File: config.mk
export PLATFORM = sky130hd
export DESIGN_NAME = bst_tap_port
export DESIGN_NICKNAME = d
export VERILOG_FILES = /design/src/hdl/bst_tap_port.v
export VERILOG_INCLUDE_DIRS = /design/src /design/src/pkg
export SDC_FILE = /design/constraint.sdc
export NUM_CORES = 1
export LEC_CHECK = 0
export BUFFER_PORTS_ARGS = -buffer_cell sky130_fd_sc_hd__buf_2
export CAP_MARGIN = 30
export CORE_ASPECT_RATIO = 0.75
export CORE_MARGIN = 4
export CORE_UTILIZATION = 35
export DETAILED_ROUTE_END_ITERATION = 12
export SYNTH_ARGS = -nofsm -noshare
export SYNTH_HDL_FRONTEND = slang
export SYNTH_SLANG_ARGS = --single-unit
File: constraint.sdc
create_clock -name mclk_i -period 3.37 [get_ports mclk_i]
set_input_delay 0.674 -clock mclk_i [delete_from_list [all_inputs] [get_ports mclk_i]]
set_output_delay 0.674 -clock mclk_i [all_outputs]
set_load 0.05 [all_outputs]
File: src/pkg/bst_tap_map.vh
// constants for the boundary-scan test access port
`ifndef BST_TAP_MAP_VH
`define BST_TAP_MAP_VH
`define BST_IR_W          3
`define BST_IR_EXTEST     3'h0
`define BST_IR_IDCODE     3'h1
`define BST_IR_SAMPLEZ    3'h2
`define BST_IR_SAMPLE     3'h4
`define BST_IR_BYPASS     3'h7
`define BST_ID_W          32
`define BST_BSR_W         8
`define BST_ST_RESET      4'h0
`define BST_ST_IDLE       4'h1
`define BST_ST_SEL_DR     4'h2
`define BST_ST_CAP_DR     4'h3
`define BST_ST_SHIFT_DR   4'h4
`define BST_ST_EXIT1_DR   4'h5
`define BST_ST_PAUSE_DR   4'h6
`define BST_ST_EXIT2_DR   4'h7
`define BST_ST_UPD_DR     4'h8
`define BST_ST_SEL_IR     4'h9
`define BST_ST_CAP_IR     4'ha
`define BST_ST_SHIFT_IR   4'hb
`define BST_ST_EXIT1_IR   4'hc
`define BST_ST_PAUSE_IR   4'hd
`define BST_ST_EXIT2_IR   4'he
`define BST_ST_UPD_IR     4'hf
`define BST_TCK_MIN_NS    50
`define BST_TCK_PH_MIN_NS 20
`define BST_TMS_RESET_N   5
`endif

File: src/hdl/bst_tap_port.v
// boundary-scan test access port, tck sampled by the system clock
// Functional notes
// tap state changes only on detected test clock edges
// tms sampled at each rising test clock edge picks next state
// tdi shifted into the selected register on rising test clock edge
// tdo updated on falling test clock edge
// one instruction register, several data registers, subset only
// only extest and sample-z disturb the memory pins
// controller keeps tck period at least 50 ns, phases 20 ns
// unused port: tck held low, tms and tdi high
// reset state at power-up or after five tms-high rising edges
// tdi sampled and tdo enabled only in shift-ir or shift-dr
// 3-bit ir loads identify code at reset and capture-ir, applied at update-ir
// code 000 drives boundary outputs, 010 floats data drivers, both disable termination
// full sixteen-state tap sequence
// code 111 selects a one-bit bypass register
`include "bst_tap_map.vh"
`default_nettype none
module bst_tap_port #(
  parameter [31:0] ID_CODE = 32'h0000_0001 // arbitrary value
) (
  input  wire                  mclk_i,
  input  wire                  rst_n_i,
  input  wire                  tck_i,
  input  wire                  tms_i,
  input  wire                  tdi_i,
  input  wire [`BST_BSR_W-1:0] pin_in_i,
  output reg                   tdo_o,
  output reg                   tdo_oe_o,
  output reg  [`BST_BSR_W-1:0] bsr_out_o,
  output reg                   bsr_drive_o,
  output reg                   data_float_o,
  output reg                   input_termination_o
);
  // tck, tms and tdi pass two flops first; rst_n_i stands in for power-up
  localparam [3:0] ST_RESET    = `BST_ST_RESET;
  localparam [3:0] ST_IDLE     = `BST_ST_IDLE;
  localparam [3:0] ST_SEL_DR   = `BST_ST_SEL_DR;
  localparam [3:0] ST_CAP_DR   = `BST_ST_CAP_DR;
  localparam [3:0] ST_SHIFT_DR = `BST_ST_SHIFT_DR;
  localparam [3:0] ST_EXIT1_DR = `BST_ST_EXIT1_DR;
  localparam [3:0] ST_PAUSE_DR = `BST_ST_PAUSE_DR;
  localparam [3:0] ST_EXIT2_DR = `BST_ST_EXIT2_DR;
  localparam [3:0] ST_UPD_DR   = `BST_ST_UPD_DR;
  localparam [3:0] ST_SEL_IR   = `BST_ST_SEL_IR;
  localparam [3:0] ST_CAP_IR   = `BST_ST_CAP_IR;
  localparam [3:0] ST_SHIFT_IR = `BST_ST_SHIFT_IR;
  localparam [3:0] ST_EXIT1_IR = `BST_ST_EXIT1_IR;
  localparam [3:0] ST_PAUSE_IR = `BST_ST_PAUSE_IR;
  localparam [3:0] ST_EXIT2_IR = `BST_ST_EXIT2_IR;
  localparam [3:0] ST_UPD_IR   = `BST_ST_UPD_IR;
  // tms and tdi share one synchroniser pattern
  localparam integer N_SYNC    = 2;

  reg  [2:0]            tck_s_q;
  wire [N_SYNC-1:0]     pin_raw;
  wire [N_SYNC-1:0]     pin_s;
  reg  [3:0]            st_q;
  reg  [3:0]            st_d;
  reg  [`BST_IR_W-1:0]  ir_sh_q;
  reg  [`BST_IR_W-1:0]  ir_q;
  reg  [`BST_ID_W-1:0]  id_sh_q;
  reg  [`BST_BSR_W-1:0] bsr_sh_q;
  reg                   byp_q;
  reg                   so_d;
  wire                  tck_rise;
  wire                  tck_fall;
  wire                  tms_s;
  wire                  tdi_s;
  wire                  bsr_sel;
  genvar                g;

  // true in the two states that own the serial path
  function in_shift;
    input [3:0] st;
    begin
      in_shift = (st == ST_SHIFT_IR) | (st == ST_SHIFT_DR);
    end
  endfunction

  // both modes that take termination away from the memory pins
  function term_off;
    input [`BST_IR_W-1:0] ir;
    begin
      term_off = (ir == `BST_IR_EXTEST) | (ir == `BST_IR_SAMPLEZ);
    end
  endfunction

  // codes that put the boundary register on the path
  function on_bsr;
    input [`BST_IR_W-1:0] ir;
    begin
      on_bsr = term_off(ir) | (ir == `BST_IR_SAMPLE);
    end
  endfunction

  assign pin_raw  = {tdi_i, tms_i};
  assign tms_s    = pin_s[0];
  assign tdi_s    = pin_s[1];
  assign tck_rise = tck_s_q[1] & ~tck_s_q[2];
  assign tck_fall = ~tck_s_q[1] & tck_s_q[2];
  assign bsr_sel  = on_bsr(ir_q);

  // third tck flop only feeds the edge detector; each tck phase must span
  // at least one system clock or an edge is lost
  always @(posedge mclk_i) begin
    tck_s_q <= {tck_s_q[1:0], tck_i};
  end

  generate
    for (g = 0; g < N_SYNC; g = g + 1) begin : g_sync
      reg meta_q;
      reg sync_q;
      always @(posedge mclk_i) begin
        meta_q <= pin_raw[g];
        sync_q <= meta_q;
      end
      assign pin_s[g] = sync_q;
    end
  endgenerate

  // five tms-high edges from any state reach reset
  always @* begin
    st_d = st_q;
    case (st_q)
      ST_RESET:    st_d = tms_s ? ST_RESET : ST_IDLE;
      ST_IDLE:     st_d = tms_s ? ST_SEL_DR : ST_IDLE;
      ST_SEL_DR:   st_d = tms_s ? ST_SEL_IR : ST_CAP_DR;
      ST_CAP_DR:   st_d = tms_s ? ST_EXIT1_DR : ST_SHIFT_DR;
      ST_SHIFT_DR: st_d = tms_s ? ST_EXIT1_DR : ST_SHIFT_DR;
      ST_EXIT1_DR: st_d = tms_s ? ST_UPD_DR : ST_PAUSE_DR;
      ST_PAUSE_DR: st_d = tms_s ? ST_EXIT2_DR : ST_PAUSE_DR;
      ST_EXIT2_DR: st_d = tms_s ? ST_UPD_DR : ST_SHIFT_DR;
      ST_UPD_DR:   st_d = tms_s ? ST_SEL_DR : ST_IDLE;
      ST_SEL_IR:   st_d = tms_s ? ST_RESET : ST_CAP_IR;
      ST_CAP_IR:   st_d = tms_s ? ST_EXIT1_IR : ST_SHIFT_IR;
      ST_SHIFT_IR: st_d = tms_s ? ST_EXIT1_IR : ST_SHIFT_IR;
      ST_EXIT1_IR: st_d = tms_s ? ST_UPD_IR : ST_PAUSE_IR;
      ST_PAUSE_IR: st_d = tms_s ? ST_EXIT2_IR : ST_PAUSE_IR;
      ST_EXIT2_IR: st_d = tms_s ? ST_UPD_IR : ST_SHIFT_IR;
      ST_UPD_IR:   st_d = tms_s ? ST_SEL_DR : ST_IDLE;
      default:     st_d = ST_RESET;
    endcase
  end

  // serial out bit of the register on the path
  always @* begin
    so_d = byp_q;
    if (st_q == ST_SHIFT_IR) begin
      so_d = ir_sh_q[0];
    end else if (ir_q == `BST_IR_IDCODE) begin
      so_d = id_sh_q[0];
    end else if (bsr_sel) begin
      so_d = bsr_sh_q[0];
    end
  end

  // state register moves only on a detected rising test clock edge
  always @(posedge mclk_i) begin
    if (!rst_n_i) begin
      st_q <= ST_RESET;
    end else if (tck_rise) begin
      st_q <= st_d;
    end
  end

  // a half-done instruction scan never changes the mode: ir_q waits for update-ir
  always @(posedge mclk_i) begin
    if (!rst_n_i) begin
      ir_sh_q <= `BST_IR_IDCODE;
      ir_q    <= `BST_IR_IDCODE;
    end else if (tck_rise) begin
      case (st_q)
        ST_RESET:    ir_q    <= `BST_IR_IDCODE;
        ST_CAP_IR:   ir_sh_q <= `BST_IR_IDCODE;
        ST_SHIFT_IR: ir_sh_q <= {tdi_s, ir_sh_q[`BST_IR_W-1:1]};
        ST_UPD_IR:   ir_q    <= ir_sh_q;
        default:     ir_q    <= ir_q;
      endcase
    end
  end

  // data registers; only the one selected by ir_q shifts
  always @(posedge mclk_i) begin
    if (!rst_n_i) begin
      id_sh_q  <= {`BST_ID_W{1'b0}};
      bsr_sh_q <= {`BST_BSR_W{1'b0}};
      byp_q    <= 1'b0;
    end else if (tck_rise) begin
      if (st_q == ST_CAP_DR) begin
        id_sh_q  <= ID_CODE;
        bsr_sh_q <= pin_in_i;
        byp_q    <= 1'b0;
      end else if (st_q == ST_SHIFT_DR) begin
        if (ir_q == `BST_IR_IDCODE) begin
          id_sh_q <= {tdi_s, id_sh_q[`BST_ID_W-1:1]};
        end else if (bsr_sel) begin
          bsr_sh_q <= {tdi_s, bsr_sh_q[`BST_BSR_W-1:1]};
        end else begin
          byp_q <= tdi_s; // private codes fall back to bypass too
        end
      end
    end
  end

  // boundary outputs move only at update-dr under extest, never mid-shift
  always @(posedge mclk_i) begin
    if (!rst_n_i) begin
      bsr_out_o <= {`BST_BSR_W{1'b0}};
    end else if (tck_rise && (st_q == ST_UPD_DR) && (ir_q == `BST_IR_EXTEST)) begin
      bsr_out_o <= bsr_sh_q;
    end
  end

  // serial outputs change on the falling edge so the controller samples a settled bit
  always @(posedge mclk_i) begin
    if (!rst_n_i) begin
      tdo_o    <= 1'b0;
      tdo_oe_o <= 1'b0;
    end else if (tck_fall) begin
      tdo_o    <= so_d;
      tdo_oe_o <= in_shift(st_q);
    end
  end

  // mode levels follow ir_q one clock later, all three together
  always @(posedge mclk_i) begin
    if (!rst_n_i) begin
      bsr_drive_o         <= 1'b0;
      data_float_o        <= 1'b0;
      input_termination_o <= 1'b1;
    end else begin
      bsr_drive_o         <= (ir_q == `BST_IR_EXTEST);
      data_float_o        <= (ir_q == `BST_IR_SAMPLEZ);
      input_termination_o <= ~term_off(ir_q);
    end
  end
endmodule
`default_nettype wire

Word level (Yosys, flattened, before mapping) --
Cells that the tools add are included.
Cells by class: equal/unequal tests 20, multiplexer cells 29, bitwise logic cells 8, reductions and logical operators 17
Operator list (count):
- $mux 32 | 3
- $pmux 4 s12 | 1
- $eq 4x4->1 const B | 8
- $mux 8 | 4
- $eq 4x3->1 const B | 4
- $mux 4 | 4
- $pmux 3 s2 | 2
- $mux 1 | 10
- $reduce_bool 2->1 | 5
- $eq 4x2->1 const B | 2
- $reduce_and 4->1 | 2
- $mux 2 | 3
- $mux 3 | 2
- $eq 4x1->1 const B | 1
- $logic_not 4->1 | 1
- $ne 2x1->1 const B | 2
- $reduce_and 2->1 | 2
- $reduce_or 2->1 | 2
- $eq 3x1->1 const B | 1
- $eq 3x2->1 const B | 1
- $eq 3x3->1 const B | 1
- $logic_not 3->1 | 1
- $not 1->1 | 3
- $or 1x1->1 | 3
- other kinds (4) | 6
Storage, ports and cells: bits in registers 71, input port bits 13, output and inout port bits 13, word-level logic and storage cells 91

Depth between registers and ports, before layout --
word-level depth 7, depth in mapped cells 7, mapped depth without buffers 4

Worst setup path after synthesis --
OpenSTA, ideal clock, no wires.
path type reg-to-reg, start register st_q[1], end register id_sh_q[0], setup time 0.119 ns, arrival 1.770 ns, required time 3.251 ns, setup slack 1.481 ns, cell stages (with the launch flop) 7, buffers on the path 2, period minus slack after synthesis 1.889 ns, cell sequence dfxtp_1 -> buf_2 -> or3b_4 -> a21o_1 -> or3_1 -> clkbuf_2 -> o221a_2
Between the ends: longest elaborated chain between the ends 3, elaborated cells on any way between the ends 6, those cells by class eq/ne: 2; mux: 1; reduce/logical: 3
Ends and longest elaborated chain:
- start, declared | RTL line bst_tap_port.v:58 | reg [3:0] st_q;
- start signal, assigned | RTL line bst_tap_port.v:163 | st_q <= st_d;
- $eq 4x2->1 / $eq 4x3->1 (equally long branches) | RTL line bst_tap_port.v:190, bst_tap_port.v:194
- $reduce_bool 2->1 (no source line)
- $reduce_and 3->1 (no source line)
- end signal, assigned | RTL line bst_tap_port.v:186 | id_sh_q <= {`BST_ID_W{1'b0}};
- end signal, assigned | RTL line bst_tap_port.v:196 | id_sh_q <= {tdi_s, id_sh_q[`BST_ID_W-1:1]};
- end, declared | RTL line bst_tap_port.v:62 | reg [`BST_ID_W-1:0] id_sh_q;
Parallel ways exist; a longest one is shown, timed or not. A chain may end at the register's enable or synchronous reset.

Final worst setup path --
start register st_q[3], end register id_sh_q[0]
The elaborated chain is that of the path after synthesis.

==> flow_summary.toml <==
[global_routing]
grt_pass1_vias = 2088
antenna_found_initial = 0
grt_max_degree = 43
grt_first_pass_wirelength_mm = 10.3
grt-ovfl-total = 0
grtUsageTotal_pct = 13.3

[power_and_ir_drop]
combPwrFrac_pct = 2.9
p_per_area_nw_per_um2 = 519
ir_drop_mv = 0.178
p_leak_nw = 1.14
design_power_total_mw = 1.65
seqPwrFrac_pct = 51.8
pwr-share-clk_pct = 45.3
power_switching_mw = 0.355
p_int_mw = 1.30
power.share.switching_pct = 21.4

[floorplanning]
die_width_um = 112
core_area_um2 = 7850
pin_count = 26
die_h_um = 85.6
rows = 28
die_area_um2 = 9550
initial_core_util_pct = 35.8

[yosys]
postSynthCellCount = 312
ys.flop_type = "dfxtp_1"
ys_seq_elements = 71
yosysTopAreaCellShare_pct = 50.5
synth_warnings = 0
postSynthAreaPerCell_um2 = 9.02
synth.area.top_cells = "dfxtp_1, nand2_1, o22ai_1"
synthArstFlopShare_pct = 0
syn_nets = 325
ys_seq_area_share_pct = 50.5
synth_edf_count = 0
yosysTopAreaCell = "dfxtp_1"
syn-cell-area_um2 = 2810
yosysUniqueCellTypes = 49

[critical_path]
crit_path_end_kind = "flop"
required_ns = 3.61
crit_fanout = 32
critical_path_class = "reg2reg"
cpPeakStageDelay_ns = 0.79
arrival_ns = 2.86
crit_chain = "or3b_2 > a21o_1 > or3_1 > o221a_2"
crit_slowest_cell = "or3_1"
crit_family = "simple AND/OR/NAND/NOR gates"
worst_setup_path_start_kind = "flop"
cp.buffers_inverters = 0

[route]
drc = 0
route.vias.total = 2220
drt_iter0_markers = 183
via_per_inst = 5.13
antenna_left = 0
dr.pass1.iters = 4
totalWireLength_mm = 5.74
wl_per_cell_um = 13.3

[layout]
n_antenna_cell = 0
area_growth_pct = 13.4
mostFrequentLayoutCell = "dfxtp_1"
final_util_pct = 40.6
layout_common_cells = "dfxtp_1, nand2_1, o22ai_1"
drive_above_1_share_pct = 16.5
final_nets = 336
fillCellCount = 798

[timing]
hold_viol_final = 0
timing.final.crit_share_pct = 77.9
maxSlewViolCount = 0
finalCriticalPeriod_ns = 2.62
fin_skew_ns = 0.00624
finalSetupViolations = 0
max_slew.worst_pin.slew_ns = 0.996
clock.fmax_mhz = 381
tns_ns = 0
rsz0062_at_grt = "false"
whs_ns = 0.330
setup_ws_ns = 0.745
maxSlewHeadroom_pct = 33.6

[clock_network]
cts.sinks = 71
numCtsBuffers = 9
post-cts-setup-buffers = 0
ctsRootBufferMaster = "clkbuf_8"
hold_buffers = 0
cts_resized = 0
htree_num_levels = 3
tritoncts = "built"
clock_latency_ns = 0.34
clkTransAtPathRegs_ns = 0.08
clk_path_buf_depth = 2

[run_status]
outcome = "finished, final reports clean"

[placed_design]
io_buffer_count = 25
globalplace.congestion = 0.787
place_ws_ns = 0.762
dp.final_hpwl_mm = 3.60

[job]
drv_cap = 0

[hold_path]
min-delay-path-class = "reg2reg"
state kept, by name, indices dropped and copies added, names as in the netlist, 2 cells and up:
| register | count |
|---|---|
| ir_q | 3 |
| tck_s_q | 3 |
| st_q | 4 |
| ir_sh_q | 3 |
| g_sync.meta_q | 2 |
| bsr_sh_q | 8 |
| id_sh_q | 32 |
| bsr_out_o | 8 |
| g_sync.sync_q | 2 |
layer usage:
metal / wire (um) / GRT usage (%) / share of wire, %
met3: 337 / 5.08 / 5.9
met5: 0 / 0 / 0
met4: 71 / 4.64 / 1.2
met1: 3130 / 19.4 / 55
met2: 2200 / 17.8 / 38
cell families (layout without fill, tap and decap cells):
logic type	count (synthesis)	count (layout)	share of synthesized area (%)
xor gates and xnor gates	1	1	0.311
DFF	71	71	50.5
buffers and inverters	32	48	5.25
and+or+nand+nor	119	119	20.5
muxes	10	10	3.56
AOI/OAI and AO/OA	79	79	19.8
Yosys cell counts (3+ instances only):
library cell and count:
a21oi_1 10, mux2i_1 10, o22ai_1 32, buf_6 3
a21o_1 3, o21ai_0 8, nor3_1 6, nand2_1 57
a311oi_1 8, nand2b_1 3, nor2b_1 4, dfxtp_1 71
buf_2 3, nor2_1 28, inv_1 3, clkbuf_1 22
worst paths after layout:
path	startpoint	endpoint	slack, ns	depth (start not counted)
min	tck_s_q[0]$_DFF_P_	tck_s_q[1]$_DFF_P_	0.33	0
min reg2reg	tck_s_q[0]$_DFF_P_	tck_s_q[1]$_DFF_P_	0.33	0
max	st_q[3]$_SDFFE_PN0P_	id_sh_q[0]$_SDFFE_PN0P_	0.75	4
max reg2reg	st_q[3]$_SDFFE_PN0P_	id_sh_q[0]$_SDFFE_PN0P_	0.75	4
stage by stage:
step                std cells  area (um2)
finish                    433        3190
global route              433        3190
CTS                       433        3190
detailed placement        417        2970
global placement          417        2970
floorplan                 312        2810
power by group through the flow:
stage               clock [mW]  combinational, mW  sequential (mW)
floorplan                    0             0.0353            0.872
global placement             0             0.0478            0.875
detailed placement           0             0.0481            0.876
CTS                      0.772             0.0483            0.856
global route             0.819             0.0531            0.857
finish                   0.750             0.0481            0.856
layout make-up:
cell class | instances | area, um2 | area share (%)
Sequential cell | 71 | 1420 | 44.6
Multi-Input combinational cell | 209 | 1250 | 39.1
Timing Repair Buffer | 29 | 155 | 4.86
Clock buffer | 11 | 141 | 4.43
Tap cell | 105 | 131 | 4.12
Clock inverter | 5 | 81.3 | 2.55
Inverter | 3 | 11.3 | 0.353
No activity file was read; power rests on OpenSTA's default activity.
